--- config.mk ---
export PLATFORM = sky130hd
export DESIGN_NAME = acc_top
export DESIGN_NICKNAME = d
export VERILOG_FILES = /design/src/inc/acc_pkg.sv /design/src/logic/acc_top.sv /design/src/logic/acc_sar.sv
export SDC_FILE = /design/constraint.sdc
export NUM_CORES = 1
export LEC_CHECK = 0
export BUFFER_PORTS_ARGS = -buffer_cell sky130_fd_sc_hd__buf_2
export CAP_MARGIN = 30
export CORE_ASPECT_RATIO = 1.5
export CORE_MARGIN = 2
export CORE_UTILIZATION = 40
export DETAILED_ROUTE_END_ITERATION = 8
export GPL_ROUTABILITY_DRIVEN = 0
export HOLD_SLACK_MARGIN = 0.08
export PLACE_DENSITY = 0.66
export SYNTH_ARGS = -nofsm -noshare
export SYNTH_HDL_FRONTEND = slang
export SYNTH_SLANG_ARGS = --single-unit
--- constraint.sdc ---
create_clock -name clk_i -period 6.4 [get_ports clk_i]
set_input_delay 0.32 -clock clk_i [delete_from_list [all_inputs] [get_ports clk_i]]
set_output_delay 0.32 -clock clk_i [all_outputs]
set_load 0.01 [all_outputs]
--- src/inc/acc_pkg.sv ---
package acc_pkg;
    // Register byte offsets on the APB
    localparam logic [7:0] ACC_CTRL_OFF     = 8'h00;  // Conversion control register
    localparam logic [7:0] ACC_CLK_OFF      = 8'h04;  // Conversion clock register
    localparam logic [7:0] ACC_RES_LO_OFF   = 8'h08;  // Result low byte
    localparam logic [7:0] ACC_RES_HI_OFF   = 8'h0C;  // Result high byte
    localparam logic [7:0] ACC_IRQ_ST_OFF   = 8'h10;  // Sticky interrupt status
    localparam logic [7:0] ACC_IRQ_MASK_OFF = 8'h14;  // Interrupt mask

    // Control register field positions
    localparam int CTRL_CHAN_LSB  = 0;  // Channel select field, 3 bits
    localparam int CTRL_PCR_LSB   = 3;  // Pin config field, 3 bits
    localparam int CTRL_PEND_BIT  = 6;  // Conversion pending flag, read only
    localparam int CTRL_START_BIT = 7;  // Start control bit
    // Clock register field positions
    localparam int CLK_DSEL_LSB   = 0;  // Clock divider select, 3 bits
    localparam int CLK_OFF_BIT    = 7;  // Converter off bit
    // Interrupt status and mask bit
    localparam int IRQ_DONE_BIT   = 0;

    // Reset values
    localparam logic [2:0] CHAN_RST  = 3'h0;
    localparam logic [2:0] PCR_RST   = 3'h0;
    localparam logic [2:0] DSEL_RST  = 3'h0;
    localparam logic       OFF_RST   = 1'b1;  // Converter starts powered off
    localparam logic       PEND_RST  = 1'b0;

    // Pin config code that makes all pins analog
    localparam logic [2:0] PCR_ALL   = 3'h7;
    localparam logic [3:0] PINS_ALL  = 4'h8;

    // Divider select codes and terminal counts (ratio minus one)
    localparam logic [2:0] DSEL_DIV2  = 3'h0;
    localparam logic [2:0] DSEL_DIV8  = 3'h1;
    localparam logic [2:0] DSEL_DIV32 = 3'h2;
    localparam logic [4:0] DIV2_LAST  = 5'h01;
    localparam logic [4:0] DIV8_LAST  = 5'h07;
    localparam logic [4:0] DIV32_LAST = 5'h1F;

    // Conversion sequence: sample periods then one period per result bit
    localparam int         RES_W        = 12;
    localparam int         CH_N         = 8;
    localparam logic [3:0] SAMPLE_LAST  = 4'h3;  // Last sampling period index
    localparam logic [3:0] CONV_LAST    = 4'hF;  // Sixteenth period index
    localparam logic [11:0] TRIAL_MSB   = 12'h800;
endpackage

--- src/logic/acc_top.sv ---
// Decided for this implementation: the address map and register access over APB.
`timescale 1ns/1ps
// What this block does
// RULE_01: Eight analog inputs, twelve-bit result
// RULE_02: High byte bits 11:4, low upper nibble 3:0
// RULE_03: Channel field routes one input to converter
// RULE_04: Pin field picks analog pins, 111 all
// RULE_05: Pin field zero: plain I/O, converter off
// RULE_06: Start high then low launches conversion
// RULE_07: Start held high: converter reset, pending set
// RULE_08: Pending flag clears when conversion ends
// RULE_09: Completion sets request; interrupt only when enabled
// RULE_10: Divider select: 000 /2, 001 /8, 010 /32
// RULE_11: Converter on only if pins nonzero, off clear
// RULE_12: Software avoids /2 above 4MHz clock
// RULE_13: Analog pins lose their pull-high
// RULE_14: Analog pins override the port direction
// RULE_15: Software pulses start after channel changes
// RULE_16: Conversion lasts sixteen conversion clock periods
// RULE_17: Low nibble reads zero; results update at completion
module acc_top (
    input  wire logic        clk_i,
    input  wire logic        rst_i,
    // APB slave
    input  wire logic        psel_i,
    input  wire logic        penable_i,
    input  wire logic        pwrite_i,
    input  wire logic [7:0]  paddr_i,
    input  wire logic [31:0] pwdata_i,
    output logic             pready_o,
    output logic [31:0]      prdata_o,
    output logic             pslverr_o,
    // Interrupt
    output logic             irq_o,
    // Analog front end
    output logic             adc_power_o,   // Converter power enable
    output logic             conv_reset_o,  // Converter held in reset
    output logic [2:0]       mux_sel_o,     // Analog input routed to converter
    output logic             sample_o,      // Sample switch closed
    output logic [11:0]      dac_code_o,    // Trial code
    input  wire logic        compare_i,     // Comparator result
    // Port B pin control
    input  wire logic [7:0]  pb_dir_i,      // Direction from port logic, 1 = input
    input  wire logic [7:0]  pb_pull_i,     // Pull-high enables from port logic
    output logic [7:0]       pb_dir_o,      // Effective direction
    output logic [7:0]       pb_pull_o,     // Effective pull-high
    output logic [7:0]       analog_en_o    // Pin used as analog input
);
    typedef struct packed {
        logic [2:0]  chan;     // Channel select field
        logic [2:0]  pcr;      // Pin config field
        logic        start;    // Start control bit
        logic        pending;  // Conversion pending flag
        logic [2:0]  dsel;     // Clock divider select
        logic        off;      // Converter off bit
        logic [11:0] result;   // Last completed result
        logic        irq_st;   // Sticky completion status
        logic        irq_mask; // Completion interrupt enable
        logic [4:0]  div_cnt;  // Conversion clock divider
        logic [31:0] prdata;   // Read data held for the access phase
    } acc_state_t;

    acc_state_t  s_reg;
    acc_state_t  s_next;

    logic        apb_setup;   // First cycle of a transfer
    logic        apb_access;  // Transfer completes this cycle
    logic        apb_wr;      // Write completes this cycle
    logic        addr_hit;    // Address is mapped
    logic        wr_ctrl;     // Write to the control register
    logic        new_start;   // Start bit being written
    logic        start_rise;  // Start goes low to high
    logic        launch;      // Start goes high to low
    logic        tick;        // Conversion clock enable
    logic [4:0]  div_last;    // Divider terminal count
    logic [3:0]  pin_count;   // Number of analog pins
    logic        power_on;    // Converter enabled
    logic        sar_busy;
    logic        sar_done;
    logic [11:0] sar_result;
    logic [7:0]  ctrl_rd;
    logic [7:0]  clk_rd;
    logic        sar_hold;    // Sequencer hold, let go on the launch edge

    // APB phase decode
    assign apb_setup  = psel_i & ~penable_i;
    assign apb_access = psel_i & penable_i;
    assign apb_wr     = apb_access & pwrite_i;
    assign pready_o   = 1'b1;
    assign prdata_o   = s_reg.prdata;

    // Unmapped addresses answer with an error in the access phase
    always_comb begin
        if (paddr_i == acc_pkg::ACC_CTRL_OFF) begin
            addr_hit = 1'b1;
        end else if (paddr_i == acc_pkg::ACC_CLK_OFF) begin
            addr_hit = 1'b1;
        end else if (paddr_i == acc_pkg::ACC_RES_LO_OFF) begin
            addr_hit = 1'b1;
        end else if (paddr_i == acc_pkg::ACC_RES_HI_OFF) begin
            addr_hit = 1'b1;
        end else if (paddr_i == acc_pkg::ACC_IRQ_ST_OFF) begin
            addr_hit = 1'b1;
        end else if (paddr_i == acc_pkg::ACC_IRQ_MASK_OFF) begin
            addr_hit = 1'b1;
        end else begin
            addr_hit = 1'b0;
        end
    end
    assign pslverr_o = apb_access & ~addr_hit;

    // Start pulse detection on control writes
    assign wr_ctrl    = apb_wr & (paddr_i == acc_pkg::ACC_CTRL_OFF);
    assign new_start  = pwdata_i[acc_pkg::CTRL_START_BIT];
    assign start_rise = wr_ctrl & new_start & ~s_reg.start;
    assign launch     = wr_ctrl & ~new_start & s_reg.start;  // RULE_06

    // Converter power and analog pin count
    assign power_on  = (s_reg.pcr != 3'h0) & ~s_reg.off;  // RULE_11 RULE_05
    assign pin_count = (s_reg.pcr == acc_pkg::PCR_ALL) ? acc_pkg::PINS_ALL : {1'b0, s_reg.pcr};  // RULE_04

    // Divider ratio; the undefined codes fall back to the slowest ratio
    always_comb begin
        case (s_reg.dsel)  // RULE_10
            acc_pkg::DSEL_DIV2:  div_last = acc_pkg::DIV2_LAST;
            acc_pkg::DSEL_DIV8:  div_last = acc_pkg::DIV8_LAST;
            acc_pkg::DSEL_DIV32: div_last = acc_pkg::DIV32_LAST;
            default:             div_last = acc_pkg::DIV32_LAST;
        endcase
    end
    assign tick = (s_reg.div_cnt == div_last);

    // Register read views
    assign ctrl_rd = {s_reg.start, s_reg.pending, s_reg.pcr, s_reg.chan};
    assign clk_rd  = {s_reg.off, 4'h0, s_reg.dsel};

    // Next state of the register file and divider
    always_comb begin
        s_next = s_reg;
        // Divider restarts at launch so the conversion spans whole periods
        if (launch || tick) begin
            s_next.div_cnt = 5'h00;
        end else begin
            s_next.div_cnt = s_reg.div_cnt + 5'h01;
        end
        // Read data captured in the setup phase
        if (apb_setup && !pwrite_i) begin
            if (paddr_i == acc_pkg::ACC_CTRL_OFF) begin
                s_next.prdata = {24'h00_0000, ctrl_rd};
            end else if (paddr_i == acc_pkg::ACC_CLK_OFF) begin
                s_next.prdata = {24'h00_0000, clk_rd};
            end else if (paddr_i == acc_pkg::ACC_RES_LO_OFF) begin
                s_next.prdata = {24'h00_0000, s_reg.result[3:0], 4'h0};  // RULE_02 RULE_17
            end else if (paddr_i == acc_pkg::ACC_RES_HI_OFF) begin
                s_next.prdata = {24'h00_0000, s_reg.result[11:4]};  // RULE_02
            end else if (paddr_i == acc_pkg::ACC_IRQ_ST_OFF) begin
                s_next.prdata = {31'h0000_0000, s_reg.irq_st};
            end else if (paddr_i == acc_pkg::ACC_IRQ_MASK_OFF) begin
                s_next.prdata = {31'h0000_0000, s_reg.irq_mask};
            end else begin
                s_next.prdata = 32'h0000_0000;
            end
        end
        // Register writes take effect in the access phase
        if (wr_ctrl) begin
            s_next.chan  = pwdata_i[acc_pkg::CTRL_CHAN_LSB +: 3];  // RULE_03
            s_next.pcr   = pwdata_i[acc_pkg::CTRL_PCR_LSB +: 3];
            s_next.start = new_start;
        end
        if (apb_wr && paddr_i == acc_pkg::ACC_CLK_OFF) begin
            s_next.dsel = pwdata_i[acc_pkg::CLK_DSEL_LSB +: 3];
            s_next.off  = pwdata_i[acc_pkg::CLK_OFF_BIT];
        end
        if (apb_wr && paddr_i == acc_pkg::ACC_IRQ_MASK_OFF) begin
            s_next.irq_mask = pwdata_i[acc_pkg::IRQ_DONE_BIT];
        end
        // Status clears on writing one, completion wins over the clear
        if (apb_wr && paddr_i == acc_pkg::ACC_IRQ_ST_OFF && pwdata_i[acc_pkg::IRQ_DONE_BIT]) begin
            s_next.irq_st = 1'b0;
        end
        if (sar_done) begin
            s_next.irq_st  = 1'b1;        // RULE_09
            s_next.pending = 1'b0;        // RULE_08
            s_next.result  = sar_result;  // RULE_01 RULE_17
        end
        // Start rising marks a conversion as pending
        if (start_rise) begin
            s_next.pending = 1'b1;  // RULE_07
        end
    end

    // State register
    always_ff @(posedge clk_i or posedge rst_i) begin
        if (rst_i) begin
            s_reg <= '{chan: acc_pkg::CHAN_RST, pcr: acc_pkg::PCR_RST, start: 1'b0,
                       pending: acc_pkg::PEND_RST, dsel: acc_pkg::DSEL_RST, off: acc_pkg::OFF_RST,
                       result: 12'h000, irq_st: 1'b0, irq_mask: 1'b0, div_cnt: 5'h00,
                       prdata: 32'h0000_0000};
        end else begin
            s_reg <= s_next;
        end
    end

    // Converter sequencer; held while start is high or power is off
    acc_sar u_sar (
        .clk_i      (clk_i),
        .rst_i      (rst_i),
        .tick_i     (tick),
        .hold_i     (sar_hold),
        .launch_i   (launch),
        .compare_i  (compare_i),
        .busy_o     (sar_busy),
        .sample_o   (sample_o),
        .done_o     (sar_done),
        .dac_code_o (dac_code_o),
        .result_o   (sar_result)
    );

    assign conv_reset_o = s_reg.start | ~power_on;  // RULE_07 RULE_11
    // Start is still high on the launch edge, so the hold must drop there or the launch is lost
    assign sar_hold     = ((s_reg.start | start_rise) & ~launch) | ~power_on;  // RULE_07 RULE_11
    assign adc_power_o  = power_on;                 // RULE_05
    assign mux_sel_o    = s_reg.chan;               // RULE_03 RULE_01
    assign irq_o        = s_reg.irq_st & s_reg.irq_mask;  // RULE_09

    // Per-pin analog takeover of pull-high and direction
    genvar gi;
    generate
        for (gi = 0; gi < acc_pkg::CH_N; gi++) begin : g_pin
            assign analog_en_o[gi] = (4'(gi) < pin_count);               // RULE_04 RULE_05
            assign pb_pull_o[gi]   = pb_pull_i[gi] & ~analog_en_o[gi];  // RULE_13
            assign pb_dir_o[gi]    = pb_dir_i[gi] | analog_en_o[gi];    // RULE_14
        end
    endgenerate

    // Cycle count since launch, read only by the checks below
    logic [9:0] conv_cyc;
    always_ff @(posedge clk_i or posedge rst_i) begin
        if (rst_i) begin
            conv_cyc <= 10'h000;
        end else if (launch) begin
            conv_cyc <= 10'h000;
        end else if (conv_cyc != 10'h3FF) begin
            conv_cyc <= conv_cyc + 10'h001;
        end
    end

    property p_off_when_no_pins;
        @(posedge clk_i) disable iff (rst_i)
        (analog_en_o == 8'h00) |-> (!adc_power_o && conv_reset_o);
    endproperty
    a_off_when_no_pins: assert property (p_off_when_no_pins) else $error("converter on with no analog pins"); // RULE_05

    property p_start_held;
        @(posedge clk_i) disable iff (rst_i)
        start_rise |=> (s_reg.pending && conv_reset_o && !sar_busy);
    endproperty
    a_start_held: assert property (p_start_held) else $error("start high did not hold converter"); // RULE_07

    property p_launch_runs;
        @(posedge clk_i) disable iff (rst_i)
        (launch && power_on) |=> (sar_busy && s_reg.pending);
    endproperty
    a_launch_runs: assert property (p_launch_runs) else $error("start pulse did not launch"); // RULE_06

    property p_done_clears;
        @(posedge clk_i) disable iff (rst_i)
        (sar_done && !start_rise) |=> (!s_reg.pending && s_reg.irq_st);
    endproperty
    a_done_clears: assert property (p_done_clears) else $error("completion left flags wrong"); // RULE_08

    property p_irq_gated;
        @(posedge clk_i) disable iff (rst_i)
        irq_o |-> (s_reg.irq_mask && s_reg.irq_st);
    endproperty
    a_irq_gated: assert property (p_irq_gated) else $error("interrupt while disabled"); // RULE_09

    property p_sixteen_periods;
        @(posedge clk_i) disable iff (rst_i)
        sar_done |-> (conv_cyc == 10'(16 * (32'(div_last) + 1)));
    endproperty
    a_sixteen_periods: assert property (p_sixteen_periods) else $error("conversion length wrong"); // RULE_16

    property p_div8;
        @(posedge clk_i) disable iff (rst_i || launch || (apb_wr && paddr_i == acc_pkg::ACC_CLK_OFF))
        (tick && s_reg.dsel == acc_pkg::DSEL_DIV8 && !launch && !apb_wr) |=> !tick [*7] ##1 tick;
    endproperty
    a_div8: assert property (p_div8) else $error("divide by eight spacing wrong"); // RULE_10

    // Divide by two: a tick on every second cycle while the divider runs freely
    property p_div2;
        @(posedge clk_i) disable iff (rst_i || launch || (apb_wr && paddr_i == acc_pkg::ACC_CLK_OFF))
        (tick && s_reg.dsel == acc_pkg::DSEL_DIV2) |=> !tick ##1 tick;
    endproperty
    a_div2: assert property (p_div2) else $error("divide by two spacing wrong"); // RULE_10

    property p_result_stable;
        @(posedge clk_i) disable iff (rst_i)
        !sar_done |=> $stable(s_reg.result);
    endproperty
    a_result_stable: assert property (p_result_stable) else $error("result changed without completion"); // RULE_17

    property p_hi_read;
        @(posedge clk_i) disable iff (rst_i)
        (apb_setup && !pwrite_i && paddr_i == acc_pkg::ACC_RES_HI_OFF)
            |=> (prdata_o == {24'h00_0000, $past(s_reg.result[11:4])});
    endproperty
    a_hi_read: assert property (p_hi_read) else $error("high result read wrong"); // RULE_02

    property p_pins_override;
        @(posedge clk_i) disable iff (rst_i)
        ((analog_en_o & pb_pull_o) == 8'h00) && ((analog_en_o & ~pb_dir_o) == 8'h00);
    endproperty
    a_pins_override: assert property (p_pins_override) else $error("analog pin kept pull or output"); // RULE_13 RULE_14

    // Completion raises the interrupt when it is enabled
    property p_irq_raise;
        @(posedge clk_i) disable iff (rst_i)
        (sar_done && s_reg.irq_mask && !apb_wr) |=> irq_o;
    endproperty
    a_irq_raise: assert property (p_irq_raise) else $error("enabled completion gave no interrupt"); // RULE_09

    // Only a completion may set the status bit
    property p_status_source;
        @(posedge clk_i) disable iff (rst_i)
        $rose(s_reg.irq_st) |-> $past(sar_done);
    endproperty
    a_status_source: assert property (p_status_source) else $error("status set without completion"); // RULE_09

    // A held or powered-off converter goes idle at the next edge
    property p_sar_hold;
        @(posedge clk_i) disable iff (rst_i)
        (conv_reset_o && !launch) |=> !sar_busy;
    endproperty
    a_sar_hold: assert property (p_sar_hold) else $error("converter ran while held"); // RULE_07 RULE_11

    // Pending cannot clear while start is still high
    property p_pending_held;
        @(posedge clk_i) disable iff (rst_i)
        (s_reg.start && s_reg.pending) |=> s_reg.pending;
    endproperty
    a_pending_held: assert property (p_pending_held) else $error("pending cleared while start high"); // RULE_07

    c_done: cover property (@(posedge clk_i) disable iff (rst_i) sar_done);
    c_irq: cover property (@(posedge clk_i) disable iff (rst_i) $rose(irq_o));
    c_pulse: cover property (@(posedge clk_i) disable iff (rst_i) start_rise ##[1:20] launch);
    c_all_pins: cover property (@(posedge clk_i) disable iff (rst_i) analog_en_o == 8'hFF && sar_done);
    c_slow_div: cover property (@(posedge clk_i) disable iff (rst_i) sar_done && s_reg.dsel == 3'h3);
endmodule

--- src/logic/acc_sar.sv ---
`timescale 1ns/1ps
// Successive approximation sequencer, one step per conversion clock tick
module acc_sar (
    input  wire logic        clk_i,
    input  wire logic        rst_i,
    input  wire logic        tick_i,      // Conversion clock enable
    input  wire logic        hold_i,      // Holds the converter in reset
    input  wire logic        launch_i,    // Starts a conversion
    input  wire logic        compare_i,   // Comparator: input at or above DAC level
    output logic             busy_o,
    output logic             sample_o,    // Sample switch closed
    output logic             done_o,      // One cycle pulse at completion
    output logic [11:0]      dac_code_o,  // Trial code to the DAC
    output logic [11:0]      result_o     // Final code, valid with done_o
);
    typedef enum logic [1:0] {ACC_IDLE, ACC_SAMPLE, ACC_TRIAL} acc_sar_st_t;

    typedef struct packed {
        acc_sar_st_t st;     // Sequencer state
        logic [3:0]  cnt;    // Conversion clock period index
        logic [11:0] code;   // Approximation register
        logic [11:0] probe;  // One-hot bit under trial
        logic        done;   // Completion pulse
    } acc_sar_t;

    acc_sar_t s_reg;
    acc_sar_t s_next;

    // Next state of the sequencer
    always_comb begin
        s_next      = s_reg;
        s_next.done = 1'b0;
        if (hold_i) begin
            // Reset while held
            s_next.st  = ACC_IDLE;
            s_next.cnt = 4'h0;
        end else begin
            case (s_reg.st)
                ACC_IDLE: begin
                    if (launch_i) begin
                        s_next.st    = ACC_SAMPLE;
                        s_next.cnt   = 4'h0;
                        s_next.code  = 12'h000;
                        s_next.probe = 12'h000;
                    end
                end
                ACC_SAMPLE: begin
                    if (tick_i) begin
                        s_next.cnt = s_reg.cnt + 4'h1;
                        if (s_reg.cnt == acc_pkg::SAMPLE_LAST) begin
                            // First trial is the top bit
                            s_next.st    = ACC_TRIAL;
                            s_next.code  = acc_pkg::TRIAL_MSB;
                            s_next.probe = acc_pkg::TRIAL_MSB;
                        end
                    end
                end
                ACC_TRIAL: begin
                    if (tick_i) begin
                        // Keep or drop the bit, then try the next one
                        s_next.code  = (compare_i ? s_reg.code : (s_reg.code & ~s_reg.probe)) | (s_reg.probe >> 1);
                        s_next.probe = s_reg.probe >> 1;
                        s_next.cnt   = s_reg.cnt + 4'h1;
                        if (s_reg.cnt == acc_pkg::CONV_LAST) begin  // RULE_16
                            s_next.st   = ACC_IDLE;
                            s_next.done = 1'b1;
                        end
                    end
                end
                default: begin
                    s_next.st = ACC_IDLE;
                end
            endcase
        end
    end

    // State register
    always_ff @(posedge clk_i or posedge rst_i) begin
        if (rst_i) begin
            s_reg <= '{st: ACC_IDLE, cnt: 4'h0, code: 12'h000, probe: 12'h000, done: 1'b0};
        end else begin
            s_reg <= s_next;
        end
    end

    assign busy_o     = (s_reg.st != ACC_IDLE);
    assign sample_o   = (s_reg.st == ACC_SAMPLE);
    assign done_o     = s_reg.done;
    assign dac_code_o = s_reg.code;
    assign result_o   = s_reg.code;
endmodule

==> key figures <==
Outcome
  – Status: complete, no violations

STA
  – Fin crit period: 3005 ps
  – Setup TNS: 0 ps
  – Maximum clock frequency: 332.8 MHz
  – Max transition margin: 42.36%
  – Worst Skew: 6.513 ps
  – Final Slew Violations: 0
  – RSZ-0062 raised after global routing: no
  – Fin crit share: 46.95%
  – Slew @ Worst Pin: 864.6 ps
  – Final hold vios: 0
  – Final setup vio count: 0

Cells and area
  – Nets: 527
  – Number of diodes: 0
  – Synth-to-layout area growth: 13.91%
  – Share of layout cells above drive strength 1: 33.05%
  – Number of flip-flops in the largest register: 19

Drt
  – Drt drc: 0
  – Post-DR wirelength/cell: 14.04 microns
  – DR vias: 2963
  – Routed wire length: 8118 microns
  – DRT antenna net count: 0
  – Vias/cell: 5.126
  – Starting DRC count in detailed routing: 129
  – DRT Pass-1 Iters: 4

Floorplanning
  – I/O Pins: 139
  – Core area: 0.009579 sq mm
  – Initial Utilization: 40.86%
  – Die area: 0.01061 sq mm
  – Standard-cell rows: 44
  – Chip width: 84.77 microns
  – Die Y: 125.1 microns

Clock network
  – Post-cts resize count: 0
  – Clk root buf: clkbuf_16
  – H-tree depth: 3
  – Clk_lat worst skew: 330 ps
  – Post-cts hold buffer count: 0
  – Clock Path Buffers: 2
  – Clk slew on worst S/H paths: 50 ps
  – Post-CTS setup buffer count: 0
  – CTS tree: done
  – Cts bufs inserted: 9
  – Clock sink total: 70

Synth
  – Synth Register Bits: 70
  – Post-synth EDFFs: 0
  – Synthesis Warnings: 0
  – Top_reg_cell synth: dfrtp_1
  – Post-synth cell types: 58
  – Syn Std Cell Area: 0.003914 sq mm
  – Ys async rst share: 100.0%
  – Post-Syn Instances: 397
  – Syn avg cell area: 9.858 sq um
  – Seq/Total Area, Yosys: 44.79%

Flow run
  – Maxcap violations: 0

Global routing
  – Largest net degree at the start of global routing: 71
  – Remaining Overflow, GRT: 0
  – Initial antenna violation count: 0
  – Vias in the first global route: 2814
  – First-pass GRT wire length: 13260 microns
  – Total GRT Usage: 15.75%

Power and ir drop
  – Final Power: 1055 uW
  – Clock share of power: 45.9%
  – PwrDens: 236.7 mW/mm^2
  – Switch Pwr: 247.6 uW
  – Maximum VDD drop: 123.2 uV
  – Comb power frac: 9.8%
  – Internal power: 807.6 uW
  – Flop pwr share: 44.4%
  – Leak Pwr: 0.002342 uW
  – Switching Fraction: 23.46%

Place
  – Dpl hpwl: 6153 microns
  – Buffers added on ports: 88

Worst setup path
  – Max incr delay on CP: 660 ps
  – Worst setup SP type: input pin
  – Max FO, Critical Path: 37
  – Slowest cell on the critical path: mux2i_1
  – CP bufs+invs: 2
  – Crit path arrival time: 3220 ps
  – CP Capture Type: flop
  – Crit path kind: in -> reg
  – Critical path cell sequence: buf_2, or4_4, nor3_4, mux2i_1, nand4bb_1, buf_4, nor2_1, a21bo_2
  – Top delay family on crit path: simple AND/OR/NAND/NOR gates
  – Worst EP required: 6620 ps

Worst hold path
  – Path type of the worst min-delay path: in -> async
## worst register-to-register path, delay by kind of cell (launching register included)
kind                   cells  cell delay (ps)
flip-flops                 1              470
AO/OA/AOI/OAI              1              270
AND/OR/NAND/NOR            4             1190
multiplexers               1              560
buffers and inverters      1              320
## cells in the mapped netlist, types with 2 or more instances
cell | n | area, sq um
a21bo_2 | 7 | 70.07
buf_6 | 2 | 22.52
o21a_1 | 2 | 15.01
ha_1 | 7 | 87.58
nor3_1 | 8 | 40.04
nor4_1 | 2 | 12.51
buf_4 | 49 | 367.9
a21oi_1 | 19 | 95.09
nand2_1 | 35 | 131.4
xor2_1 | 2 | 17.52
inv_1 | 15 | 56.30
or2_2 | 6 | 37.54
clkbuf_1 | 11 | 41.29
a21o_1 | 2 | 15.01
conb_1 | 2 | 7.510
nor2b_1 | 6 | 37.54
nand3_1 | 7 | 35.03
mux2_2 | 23 | 259.0
mux2i_1 | 6 | 60.06
a21bo_1 | 3 | 30.03
and2_1 | 5 | 31.28
or3_1 | 3 | 18.77
dfrtp_1 | 69 | 1727
o21ai_0 | 26 | 130.1
o21ai_1 | 3 | 15.01
buf_2 | 2 | 10.01
or4_1 | 2 | 15.01
nand2b_1 | 5 | 31.28
nor2_1 | 27 | 101.4
o31ai_1 | 2 | 15.01
a221oi_1 | 7 | 61.31
or4_4 | 3 | 33.78
and3_1 | 4 | 25.02
## layout make-up
class / instances / area, sq um
Inverter: 15 / 56.30
Sequential cell: 70 / 1753
Timing Repair Buffer: 92 / 465.4
Multi-Input combinational cell: 270 / 1745
Tap cell: 115 / 143.9
Clock inverter: 4 / 47.55
Fill cell: 897 / 5121
Clock buffer: 12 / 246.5
## per-layer routing
layer	share of wire, %	GRT usage [%]	up-vias
met2	51	27.93	100
met4	3.9	9.337	0
met5	0	0	-
li1	-	-	1431
met3	5.8	4.026	20
met1	39	16.43	1412
## power groups by stage
stage	registers (uW)	logic, uW	clock network, uW
after floorplan	473	91.7	0
after global placement	476	102	0
after detailed placement	476	103	0
after CTS	468	104	498
after global routing	471	117	519
final	468	103	484
## cell families (layout without fill, tap and decap cells)
| family | Yosys count | count (layout) | share of synthesized area, % |
|---|---|---|---|
| other | 2 | 25 | 0.1919 |
| xor gates and xnor gates | 3 | 3 | 0.6715 |
| AOI/OAI and AO/OA | 84 | 84 | 14.35 |
| adders and majority gates | 7 | 7 | 2.238 |
| DFF | 70 | 70 | 44.79 |
| muxes | 31 | 31 | 9.111 |
| and+or+nand+nor | 120 | 120 | 15.83 |
| buffers and inverters | 80 | 123 | 12.82 |
## layout by cell type (no fill, tap or decap), types with 3 or more instances in the layout
master,instances
o21ai_1,3
clkbuf_16,9
a21bo_2,7
and3_1,4
nand2b_1,5
buf_2,90
a21bo_1,3
nor2_1,27
mux2i_1,6
ha_1,7
and2_1,5
o21ai_0,26
nand3_1,7
mux2_2,23
dfrtp_1,69
nor3_1,8
a221oi_1,7
inv_1,14
conb_1,25
nand2_1,35
or3_1,3
a21oi_1,19
nor2b_1,6
or4_4,3
or2_2,6
## final timing paths
kind,from,endpoint,slack [ps],cells after the start
worst max-delay path,paddr_i[3],u_sar.dac_code_o[4],3400,8
worst min-delay path,rst_i,u_sar.s_reg[27],230,3
worst max register to register,ctrl_rd[4],u_sar.dac_code_o[4],3480,7
worst min register to register,prdata_o[7],prdata_o[7],470,2
max in group asynchronous,rst_i,u_sar.done_o,5590,3
min in group clk_i,pwdata_i[5],ctrl_rd[5],230,2
## stage by stage
stage	std cells	instance area, sq um	util [%]	hold slack [ps]	setup WS, ps
floorplan	420	4000	-	436.8	3802
global placement	560	4154	43.36	456.4	3023
detailed placement	562	4164	43.47	458.4	3003
CTS	578	4458	46.54	206.9	3357
global route	578	4458	46.54	231.5	3085
finish	578	4458	46.54	226.3	3395
No activity file was read; power rests on OpenSTA's default activity.
